File: src/common/dbg_pkg.sv
// Constants shared by the debug breakpoint and watchpoint unit
package dbg_pkg;

    // ****************************************
    // Register indices and bank bases
    // ****************************************
    localparam logic [7:0] OFS_CAUSE_TYPE = 8'h15;
    localparam logic [7:0] OFS_TRIGGER_DATA = 8'h16;
    localparam logic [7:0] OFS_RUN_STOP = 8'h18;
    localparam logic [7:0] OFS_SCRATCH = 8'h20;
    localparam logic [7:0] OFS_IB_ADDR = 8'h30;
    localparam logic [7:0] OFS_IB_CTRL = 8'h40;
    localparam logic [7:0] OFS_DW_ADDR1 = 8'h50;
    localparam logic [7:0] OFS_DW_ADDR2 = 8'h60;
    localparam logic [7:0] OFS_DW_CTRL = 8'h70;
    localparam logic [7:0] OFS_RW_MASK = 8'h80;
    localparam logic [7:0] OFS_RW_VALUE = 8'h90;
    localparam logic [7:0] OFS_RW_CTRL = 8'h9C;

    // Bank of four: base in bits 7:2, member in bits 1:0
    localparam int BANK_LSB = 2;
    // Scratch bank of eight: base in bits 7:3
    localparam int SCRATCH_LSB = 3;

    // ****************************************
    // Control field layout
    // ****************************************
    localparam int CTRL_ENABLE_BIT = 0;
    localparam int CTRL_COND_BIT = 1;
    localparam int CTRL_LOAD_BIT = 2;
    localparam int CTRL_MASK_LSB = 16;
    localparam logic [31:0] IB_CTRL_WMASK = 32'h00FF_0003;
    localparam logic [31:0] DW_CTRL_WMASK = 32'h00FF_0007;
    localparam logic [31:0] RW_CTRL_WMASK = 32'h00FF_0003;
    localparam logic [31:0] RUN_STOP_WMASK = 32'h0000_00FF;
    localparam logic [31:0] WORD_RESET = 32'h0000_0000;

    // ****************************************
    // Debug cause type layout
    // ****************************************
    typedef enum logic [1:0] {
        CAUSE_NONE = 2'h0,
        CAUSE_IBREAK = 2'h1,
        CAUSE_DWATCH = 2'h3,
        CAUSE_RWATCH = 2'h2
    } cause_kind_t;
    localparam int CAUSE_INDEX_LSB = 2;

endpackage

File: src/core/debug_breakpoint_watchpoint_unit.sv
// Breakpoint, watchpoint, run-stop and scratch logic of one processor tile
//
// Decided for this implementation: the address-and-strobe port.
`timescale 1ns/1ps
`default_nettype none

module debug_breakpoint_watchpoint_unit
    import dbg_pkg::*;
#(
    parameter int NUM_THREADS = 8,
    parameter int NUM_COMPARATORS = 4,
    parameter int NUM_SCRATCH = 8
)
(
    // Clock and reset
    input wire logic CLK,
    input wire logic RST,
    // Debug register port
    input wire logic [7:0] ADDR,
    input wire logic [31:0] WDATA,
    input wire logic WR,
    input wire logic RD,
    output logic [31:0] RDATA,
    // Tile configuration view of the scratch words
    input wire logic [2:0] CFG_ADDR,
    input wire logic [31:0] CFG_WDATA,
    input wire logic CFG_WR,
    input wire logic CFG_RD,
    output logic [31:0] CFG_RDATA,
    // Program counter stream
    input wire logic PC_VALID,
    input wire logic [2:0] PC_THREAD,
    input wire logic [31:0] PC_VALUE,
    // Memory operation stream
    input wire logic MEM_VALID,
    input wire logic MEM_LOAD,
    input wire logic [2:0] MEM_THREAD,
    input wire logic [31:0] MEM_ADDR,
    // Resource access stream
    input wire logic RES_VALID,
    input wire logic [2:0] RES_THREAD,
    input wire logic [31:0] RES_ID,
    // Debug mode state and outcomes
    input wire logic DEBUG_MODE,
    output logic DEBUG_IRQ,
    output logic [7:0] THREAD_STOP
);

    // ****************************************
    // Elaboration checks
    // ****************************************
    // Masks and the stop vector are fixed 8-bit fields, banks fixed at four
    if (NUM_THREADS != 8 || NUM_COMPARATORS != 4 || NUM_SCRATCH != 8)
    begin : g_bad_params
        $error("Unsupported thread, comparator or scratch count");
    end

    // ****************************************
    // Register storage
    // ****************************************
    logic [31:0] ib_addr_reg [NUM_COMPARATORS];
    logic [31:0] ib_ctrl_reg [NUM_COMPARATORS];
    logic [31:0] dw_addr1_reg [NUM_COMPARATORS];
    logic [31:0] dw_addr2_reg [NUM_COMPARATORS];
    logic [31:0] dw_ctrl_reg [NUM_COMPARATORS];
    logic [31:0] rw_mask_reg [NUM_COMPARATORS];
    logic [31:0] rw_value_reg [NUM_COMPARATORS];
    logic [31:0] rw_ctrl_reg [NUM_COMPARATORS];
    logic [31:0] scratch_reg [NUM_SCRATCH];
    logic [31:0] trigger_data_reg;
    logic [31:0] cause_type_reg;
    logic [31:0] run_stop_reg;
    logic [31:0] rdata_reg;
    logic [31:0] cfg_rdata_reg;
    logic irq_reg;
    logic [7:0] stop_reg;

    // ****************************************
    // Address decode
    // ****************************************
    logic [1:0] member;
    logic [5:0] bank;
    logic [4:0] scratch_bank;
    logic [2:0] scratch_idx;
    logic sel_ib_addr;
    logic sel_ib_ctrl;
    logic sel_dw_addr1;
    logic sel_dw_addr2;
    logic sel_dw_ctrl;
    logic sel_rw_mask;
    logic sel_rw_value;
    logic sel_rw_ctrl;
    logic sel_scratch;
    logic sel_data;
    logic sel_cause;
    logic sel_stop;

    // Bank and member split of the register index
    assign member = ADDR[BANK_LSB-1:0];
    assign bank = ADDR[7:BANK_LSB];
    assign scratch_bank = ADDR[7:SCRATCH_LSB];
    assign scratch_idx = ADDR[SCRATCH_LSB-1:0];
    assign sel_ib_addr = (bank == OFS_IB_ADDR[7:BANK_LSB]);
    assign sel_ib_ctrl = (bank == OFS_IB_CTRL[7:BANK_LSB]);
    assign sel_dw_addr1 = (bank == OFS_DW_ADDR1[7:BANK_LSB]);
    assign sel_dw_addr2 = (bank == OFS_DW_ADDR2[7:BANK_LSB]);
    assign sel_dw_ctrl = (bank == OFS_DW_CTRL[7:BANK_LSB]);
    assign sel_rw_mask = (bank == OFS_RW_MASK[7:BANK_LSB]);
    assign sel_rw_value = (bank == OFS_RW_VALUE[7:BANK_LSB]);
    assign sel_rw_ctrl = (bank == OFS_RW_CTRL[7:BANK_LSB]);
    assign sel_scratch = (scratch_bank == OFS_SCRATCH[7:SCRATCH_LSB]);
    assign sel_data = (ADDR == OFS_TRIGGER_DATA);
    assign sel_cause = (ADDR == OFS_CAUSE_TYPE);
    assign sel_stop = (ADDR == OFS_RUN_STOP);

    // ****************************************
    // Read selection
    // ****************************************
    logic [31:0] read_mux;

    // Unmapped indices read as zero
    assign read_mux =
        sel_ib_addr ? ib_addr_reg[member] :
        sel_ib_ctrl ? ib_ctrl_reg[member] :
        sel_dw_addr1 ? dw_addr1_reg[member] :
        sel_dw_addr2 ? dw_addr2_reg[member] :
        sel_dw_ctrl ? dw_ctrl_reg[member] :
        sel_rw_mask ? rw_mask_reg[member] :
        sel_rw_value ? rw_value_reg[member] :
        sel_rw_ctrl ? rw_ctrl_reg[member] :
        sel_scratch ? scratch_reg[scratch_idx] :
        sel_data ? trigger_data_reg :
        sel_cause ? cause_type_reg :
        sel_stop ? run_stop_reg :
        WORD_RESET;

    // Read data stands in the cycle after the strobe only
    always_ff @(posedge CLK)
    begin
        if (RST)
            rdata_reg <= WORD_RESET;
        else
            rdata_reg <= RD ? read_mux : WORD_RESET;
    end

    // Configuration view reads the same scratch words
    always_ff @(posedge CLK)
    begin
        if (RST)
            cfg_rdata_reg <= WORD_RESET;
        else
            cfg_rdata_reg <= CFG_RD ? scratch_reg[CFG_ADDR] : WORD_RESET;
    end

    // ****************************************
    // Comparators and their registers
    // ****************************************
    logic [NUM_COMPARATORS-1:0] ib_hit;
    logic [NUM_COMPARATORS-1:0] dw_hit;
    logic [NUM_COMPARATORS-1:0] rw_hit;

    genvar gi;
    generate
        for (gi = 0; gi < NUM_COMPARATORS; gi++)
        begin : g_cmp
            logic wr_here;
            logic ib_thread_ok;
            logic ib_equal;
            logic dw_thread_ok;
            logic dw_a;
            logic dw_b;
            logic dw_cond;
            logic dw_kind_ok;
            logic rw_thread_ok;
            logic rw_a;

            assign wr_here = WR && (member == 2'(gi));

            // Instruction breakpoint: thread mask, equal or unequal PC
            assign ib_thread_ok = ib_ctrl_reg[gi][CTRL_MASK_LSB + PC_THREAD];
            assign ib_equal = (PC_VALUE == ib_addr_reg[gi]);
            assign ib_hit[gi] = PC_VALID && ib_ctrl_reg[gi][CTRL_ENABLE_BIT]
                && ib_thread_ok
                && (ib_ctrl_reg[gi][CTRL_COND_BIT] ? !ib_equal : ib_equal);

            // Data watch: A and B are matches on the two addresses
            assign dw_thread_ok = dw_ctrl_reg[gi][CTRL_MASK_LSB + MEM_THREAD];
            assign dw_a = (MEM_ADDR == dw_addr1_reg[gi]);
            assign dw_b = (MEM_ADDR == dw_addr2_reg[gi]);
            assign dw_cond = dw_ctrl_reg[gi][CTRL_COND_BIT] ? (dw_a || dw_b)
                : (dw_a && dw_b);
            // Stores always qualify, loads only when allowed
            assign dw_kind_ok = !MEM_LOAD || dw_ctrl_reg[gi][CTRL_LOAD_BIT];
            assign dw_hit[gi] = MEM_VALID && dw_ctrl_reg[gi][CTRL_ENABLE_BIT]
                && dw_thread_ok && dw_kind_ok && dw_cond;

            // Resource watch: masked compare, B is the complement of A
            assign rw_thread_ok = rw_ctrl_reg[gi][CTRL_MASK_LSB + RES_THREAD];
            assign rw_a = ((RES_ID & rw_mask_reg[gi])
                == (rw_value_reg[gi] & rw_mask_reg[gi]));
            assign rw_hit[gi] = RES_VALID && rw_ctrl_reg[gi][CTRL_ENABLE_BIT]
                && rw_thread_ok
                && (rw_ctrl_reg[gi][CTRL_COND_BIT] ? !rw_a : rw_a);

            // Breakpoint address and control; reserved bits never stored
            always_ff @(posedge CLK)
            begin
                if (RST)
                begin
                    ib_addr_reg[gi] <= WORD_RESET;
                    ib_ctrl_reg[gi] <= WORD_RESET;
                end
                else if (wr_here && sel_ib_addr)
                    ib_addr_reg[gi] <= WDATA;
                else if (wr_here && sel_ib_ctrl)
                    ib_ctrl_reg[gi] <= WDATA & IB_CTRL_WMASK;
            end

            // Data watch addresses and control
            always_ff @(posedge CLK)
            begin
                if (RST)
                begin
                    dw_addr1_reg[gi] <= WORD_RESET;
                    dw_addr2_reg[gi] <= WORD_RESET;
                    dw_ctrl_reg[gi] <= WORD_RESET;
                end
                else if (wr_here && sel_dw_addr1)
                    dw_addr1_reg[gi] <= WDATA;
                else if (wr_here && sel_dw_addr2)
                    dw_addr2_reg[gi] <= WDATA;
                else if (wr_here && sel_dw_ctrl)
                    dw_ctrl_reg[gi] <= WDATA & DW_CTRL_WMASK;
            end

            // Resource watch mask, value and control
            always_ff @(posedge CLK)
            begin
                if (RST)
                begin
                    rw_mask_reg[gi] <= WORD_RESET;
                    rw_value_reg[gi] <= WORD_RESET;
                    rw_ctrl_reg[gi] <= WORD_RESET;
                end
                else if (wr_here && sel_rw_mask)
                    rw_mask_reg[gi] <= WDATA;
                else if (wr_here && sel_rw_value)
                    rw_value_reg[gi] <= WDATA;
                else if (wr_here && sel_rw_ctrl)
                    rw_ctrl_reg[gi] <= WDATA & RW_CTRL_WMASK;
            end
        end
    endgenerate

    // ****************************************
    // Scratch words
    // ****************************************
    genvar gs;
    generate
        for (gs = 0; gs < NUM_SCRATCH; gs++)
        begin : g_scratch
            logic dbg_wr;
            logic cfg_wr;

            assign dbg_wr = WR && sel_scratch && (scratch_idx == 3'(gs));
            assign cfg_wr = CFG_WR && (CFG_ADDR == 3'(gs));

            // Debug port wins a same-cycle collision with the config view
            always_ff @(posedge CLK)
            begin
                if (RST)
                    scratch_reg[gs] <= WORD_RESET;
                else if (dbg_wr)
                    scratch_reg[gs] <= WDATA;
                else if (cfg_wr)
                    scratch_reg[gs] <= CFG_WDATA;
            end
        end
    endgenerate

    // ****************************************
    // Trigger priority and capture
    // ****************************************
    logic any_ib;
    logic any_dw;
    logic any_rw;
    logic fire;
    logic [1:0] ib_idx;
    logic [1:0] dw_idx;
    logic [1:0] rw_idx;
    logic [1:0] win_idx;
    cause_kind_t win_kind;
    logic [31:0] cause_next;
    logic [31:0] data_next;

    // Lowest numbered comparator wins within a kind
    function automatic logic [1:0] first_set(input logic [3:0] v);
        first_set = v[0] ? 2'h0 : v[1] ? 2'h1 : v[2] ? 2'h2 : 2'h3;
    endfunction

    // Comparators are silent while the tile already sits in debug mode
    assign any_ib = |ib_hit && !DEBUG_MODE;
    assign any_dw = |dw_hit && !DEBUG_MODE;
    assign any_rw = |rw_hit && !DEBUG_MODE;
    assign fire = any_ib || any_dw || any_rw;
    assign ib_idx = first_set(ib_hit);
    assign dw_idx = first_set(dw_hit);
    assign rw_idx = first_set(rw_hit);
    // Breakpoints take precedence over data, data over resources
    assign win_kind = any_ib ? CAUSE_IBREAK : any_dw ? CAUSE_DWATCH : CAUSE_RWATCH;
    assign win_idx = any_ib ? ib_idx : any_dw ? dw_idx : rw_idx;
    assign cause_next = {28'h000_0000, win_idx, win_kind};
    // Data only changes on a watchpoint; a breakpoint leaves it alone
    assign data_next = any_ib ? trigger_data_reg
        : any_dw ? MEM_ADDR
        : RES_ID;

    // Captured data; a trigger wins over a software write in the same cycle
    always_ff @(posedge CLK)
    begin
        if (RST)
            trigger_data_reg <= WORD_RESET;
        else if (fire)
            trigger_data_reg <= data_next;
        else if (WR && sel_data)
            trigger_data_reg <= WDATA;
    end

    // Cause type is read-only and rewritten on every trigger
    always_ff @(posedge CLK)
    begin
        if (RST)
            cause_type_reg <= WORD_RESET;
        else if (fire)
            cause_type_reg <= cause_next;
    end

    // Interrupt request pulse, one cycle per trigger
    always_ff @(posedge CLK)
    begin
        if (RST)
            irq_reg <= 1'b0;
        else
            irq_reg <= fire;
    end

    // ****************************************
    // Run-stop control
    // ****************************************
    // Reserved bits above the thread vector are not stored
    always_ff @(posedge CLK)
    begin
        if (RST)
            run_stop_reg <= WORD_RESET;
        else if (WR && sel_stop)
            run_stop_reg <= WDATA & RUN_STOP_WMASK;
    end

    // Stops apply only once debug mode is left, enabling single steps
    always_ff @(posedge CLK)
    begin
        if (RST)
            stop_reg <= WORD_RESET[7:0];
        else
            stop_reg <= DEBUG_MODE ? WORD_RESET[7:0] : run_stop_reg[7:0];
    end

    // ****************************************
    // Outputs
    // ****************************************
    assign RDATA = rdata_reg;
    assign CFG_RDATA = cfg_rdata_reg;
    assign DEBUG_IRQ = irq_reg;
    assign THREAD_STOP = stop_reg;

endmodule

`default_nettype wire

File: config.mk
export PLATFORM = sky130hd
export DESIGN_NAME = debug_breakpoint_watchpoint_unit
export DESIGN_NICKNAME = d
export VERILOG_FILES = /design/src/common/dbg_pkg.sv /design/src/core/debug_breakpoint_watchpoint_unit.sv
export SDC_FILE = /design/constraint.sdc
export NUM_CORES = 2
export LEC_CHECK = 0
export BUFFER_PORTS_ARGS = -buffer_cell sky130_fd_sc_hd__buf_2
export CAP_MARGIN = 0
export CELL_PAD_IN_SITES_DETAIL_PLACEMENT = 0
export CELL_PAD_IN_SITES_GLOBAL_PLACEMENT = 1
export CORE_ASPECT_RATIO = 2
export CORE_MARGIN = 1.5
export CORE_UTILIZATION = 45
export CTS_BUF_LIST = sky130_fd_sc_hd__clkbuf_8
export DETAILED_ROUTE_END_ITERATION = 10
export MAX_ROUTING_LAYER = met4
export PLACE_DENSITY_LB_ADDON = 0.1
export SLEW_MARGIN = 20
export SYNTH_ARGS = -nofsm -noshare
export SYNTH_HDL_FRONTEND = slang
export SYNTH_SLANG_ARGS = --single-unit
export TNS_END_PERCENT = 1
File: constraint.sdc
create_clock -name CLK -period 6.55 [get_ports CLK]
set_input_delay 1.31 -clock CLK [delete_from_list [all_inputs] [get_ports CLK]]
set_output_delay 1.31 -clock CLK [all_outputs]
set_load 0.05 [all_outputs]
==> impl_results.md <==
* Outcome: finished clean
* I/O pin count at 264
* Synth area leaders: edfxtp_1, mux4_2, and2_1
* Crit share post-route at 0.682
* Post-CTS Setup Bufs at 0
* DIE AREA at 137,000 sq um
* Post_cts resized at 0
* Total CTS buffers at 178
* Sink Count at 1,137
* Worst reg-to-reg setup slack at 2350 ps
* Root Driver: clkbuf_8
* Fill cells at 11,700
* Post-synth top cells: edfxtp_1, and2_1, xor2_1
* Largest net degree at the start of global routing at 70
* Vias in the first global route at 42,300
* Layout area overhead at 10.8%
* Sequential area share after synthesis at 0.543
* Synth Net Count at 4,633
* Core area at 134,000 sq um
* Worst min path class: flop to flop
* Asr flop ratio synth at 0
* DPL Wire Length at 185,000 um
* Max_slew headroom at 0.195
* R2r startpoint: dw_addr1_reg[3][19]
* Pwr per Cell Area at 249 nW/um^2
* Post-Syn Area at 60,700 sq um
* Die width at 263 um
* Max Cap Viol at 0
* Final Max Slew Viols at 0
* DRC viols at 0
* HP Start: run_stop_reg[0]
* Critical path arrival at 5250 ps
* # rows at 190
* Final min period at 4470 ps
* RSZ-0062 raised after global routing: no
* First-pass GRT wire length at 349,000 um
* Cell count of the worst hold path at 2
* WL/cell at 40.0 um
* Maximum clock rate at 224 MHz
* Netlist cell types at 65
* Vias/cell at 6.44
* Worst-Skew Late Latency at 910 ps
* WHS Endpoint: run_stop_reg[0]
* Post-synth EDFFs at 1,020
* Seq cells post-synth at 1,137
* GRT Util Overall at 0.386
* Fin cells at 6,442
* CP startpoint kind: primary input
* First-pass DRT Iterations at 6
* Nets at 4,723
* Multiplexer area fraction after synthesis at 0.142
* Worst-margin pin slew at 1210 ps
* Hold Buf Count CTS at 0
* Critical path capture point type: flop
* CTS tree: yes
* Max reg flops at 256
* Area share of fa/ha/maj cells after synthesis at 0.000330
* Worst-path fanout max at 24
* Input/output buffers at 263
* Crit path kind: primary input to flop
* Yosys top cell by area: edfxtp_1
* Post-synth top flop: edfxtp_1
* Critical path data required time at 7330 ps
* Routed Antenna Nets at 0
* Compound-Gate Fraction of Synth Area at 0.0930
* Largest family of logic cells by synthesized area: multiplexers
* Initial Utilization at 0.454
* Fin Setup TNS at 0 ps
* DR vias at 41,500
* Clk buf depth at 4
* Worst path slowest cell: nor4_1
* Placed Cells at 6,077
* Max rail drop VDD at 0.167 mV
* Top-count cell post-synth: edfxtp_1
* Post-Synth XOR/XNOR Area at 0.0739
* Mapped Avg Cell Area at 13.7 sq um
* Syn Inst Count at 4,442
* Worst reg2reg endpoint: trigger_data_reg[25]
* H-tree lvl count at 4
* Storage cell area at 33,000 sq um
* Pleak at 0.0236 uW
* Iter 0 DRT Violations at 3,932
* Top-area cell type share of the netlist area at 0.505
* GPL Wtd Cong at 1.02
* Worst-path clk slew at 70 ps
* Critical path cell sequence: buf_2, xor2_1, nor4_1, nand4_1, nor2_1, o211ai_1, and2_1, a21o_1, buf_4, o21a_1, a22o_1
* Layout cell share with drive strength beyond 1 at 0.236
* Final setup viols at 0
* Clk_skew at 47.0 ps
* Area of the multi-input gates at 26,200 sq um
* WHS at 488 ps
* Worst R2R Path Depth at 10
* Global route overflow at 0
* Post-synthesis simple-gate area fraction at 0.115
* Largest stage delay, worst path at 970 ps
* Die Height at 522 um
* Initial antenna violation count at 40
* Yosys warning total at 0
* Total wire length at 258,000 um
* Final hold vios at 0
==> area by class of cell <==
type                       count  area share
timing repair buffer         391      0.0364
tap                         1728      0.0322
sequential                  1137       0.490
clock inverter               123     0.00832
antenna                       41     0.00153
clock buffer                 198      0.0405
multi-input combinational   2816       0.390
inverter                       8    0.000447
==> metrics by stage <==
stage | util | power [uW] | area [sq um] | setup slack, ps
after floorplan | - | 9860 | 60700 | 2220
final | 0.502 | 16700 | 67200 | 2080
after detailed placement | 0.476 | 10900 | 63800 | 1240
after global placement | 0.476 | 10900 | 63800 | 1220
after global routing | 0.502 | 17100 | 67200 | 1970
after CTS | 0.501 | 16700 | 67000 | 2170
==> where the power goes <==
group	switching (uW)	internal (uW)	leakage [uW]
sequential	281	8290	0.0107
clock	3050	2850	0.00193
combinational	1480	779	0.0110
==> per-layer routing <==
| metal | vias to the layer above | part of all wire | track usage |
|---|---|---|---|
| li1 | 17100 | - | - |
| met1 | 21400 | 0.31 | 0.368 |
| met2 | 2256 | 0.52 | 0.669 |
| met3 | 790 | 0.067 | 0.0709 |
| met4 | 0 | 0.11 | 0.339 |
| met5 | - | 0 | - |
==> critical path, delay by kind of cell <==
kind	cells	cell delay [ps]
simple gates	4	1860
compound gates	4	1130
buf+inv	2	580
xor+xnor	1	350
==> logic make-up after synthesis <==
logic type	count (synthesis)
AND/OR/NAND/NOR	1201
adder cells (fa/ha/maj)	2
AO/OA/AOI/OAI	677
XOR/XNOR	512
multiplexers	424
buffers and inverters	489
flip-flops	1137
==> layout by cell type, fill, tap and decap left out, types with 19 or more instances in the layout <==
master,netlist,routed
dfxtp_1,117,117
nand4_1,52,52
edfxtp_1,1020,1020
nor2_1,109,82
clkinv_2,0,25
a2bb2oi_2,30,30
a21oi_1,36,36
o21a_1,32,32
inv_1,8,69
xnor2_1,64,62
buf_4,0,117
diode_2,0,41
mux2i_1,49,49
nand2_1,96,95
and2_1,776,775
clkinv_1,0,32
clkbuf_8,0,198
buf_2,78,259
a22oi_1,142,139
nor4_1,96,93
mux2_2,30,30
xor2_1,448,448
a22o_1,300,300
mux4_2,337,337
a41oi_1,19,19
==> how the worst max path moves through the flow <==
stage,from,endpoint,slack (ps),cells after the start
floorplan,ADDR[0],rw_value_reg[1][0],2220,5
global placement,MEM_ADDR[27],trigger_data_reg[26],1220,11
detailed placement,MEM_ADDR[27],trigger_data_reg[26],1240,11
CTS,MEM_ADDR[27],trigger_data_reg[26],2170,11
global route,MEM_ADDR[26],trigger_data_reg[25],1970,11
finish,MEM_ADDR[19],trigger_data_reg[25],2080,11
Power figures use the tool's default switching activity.
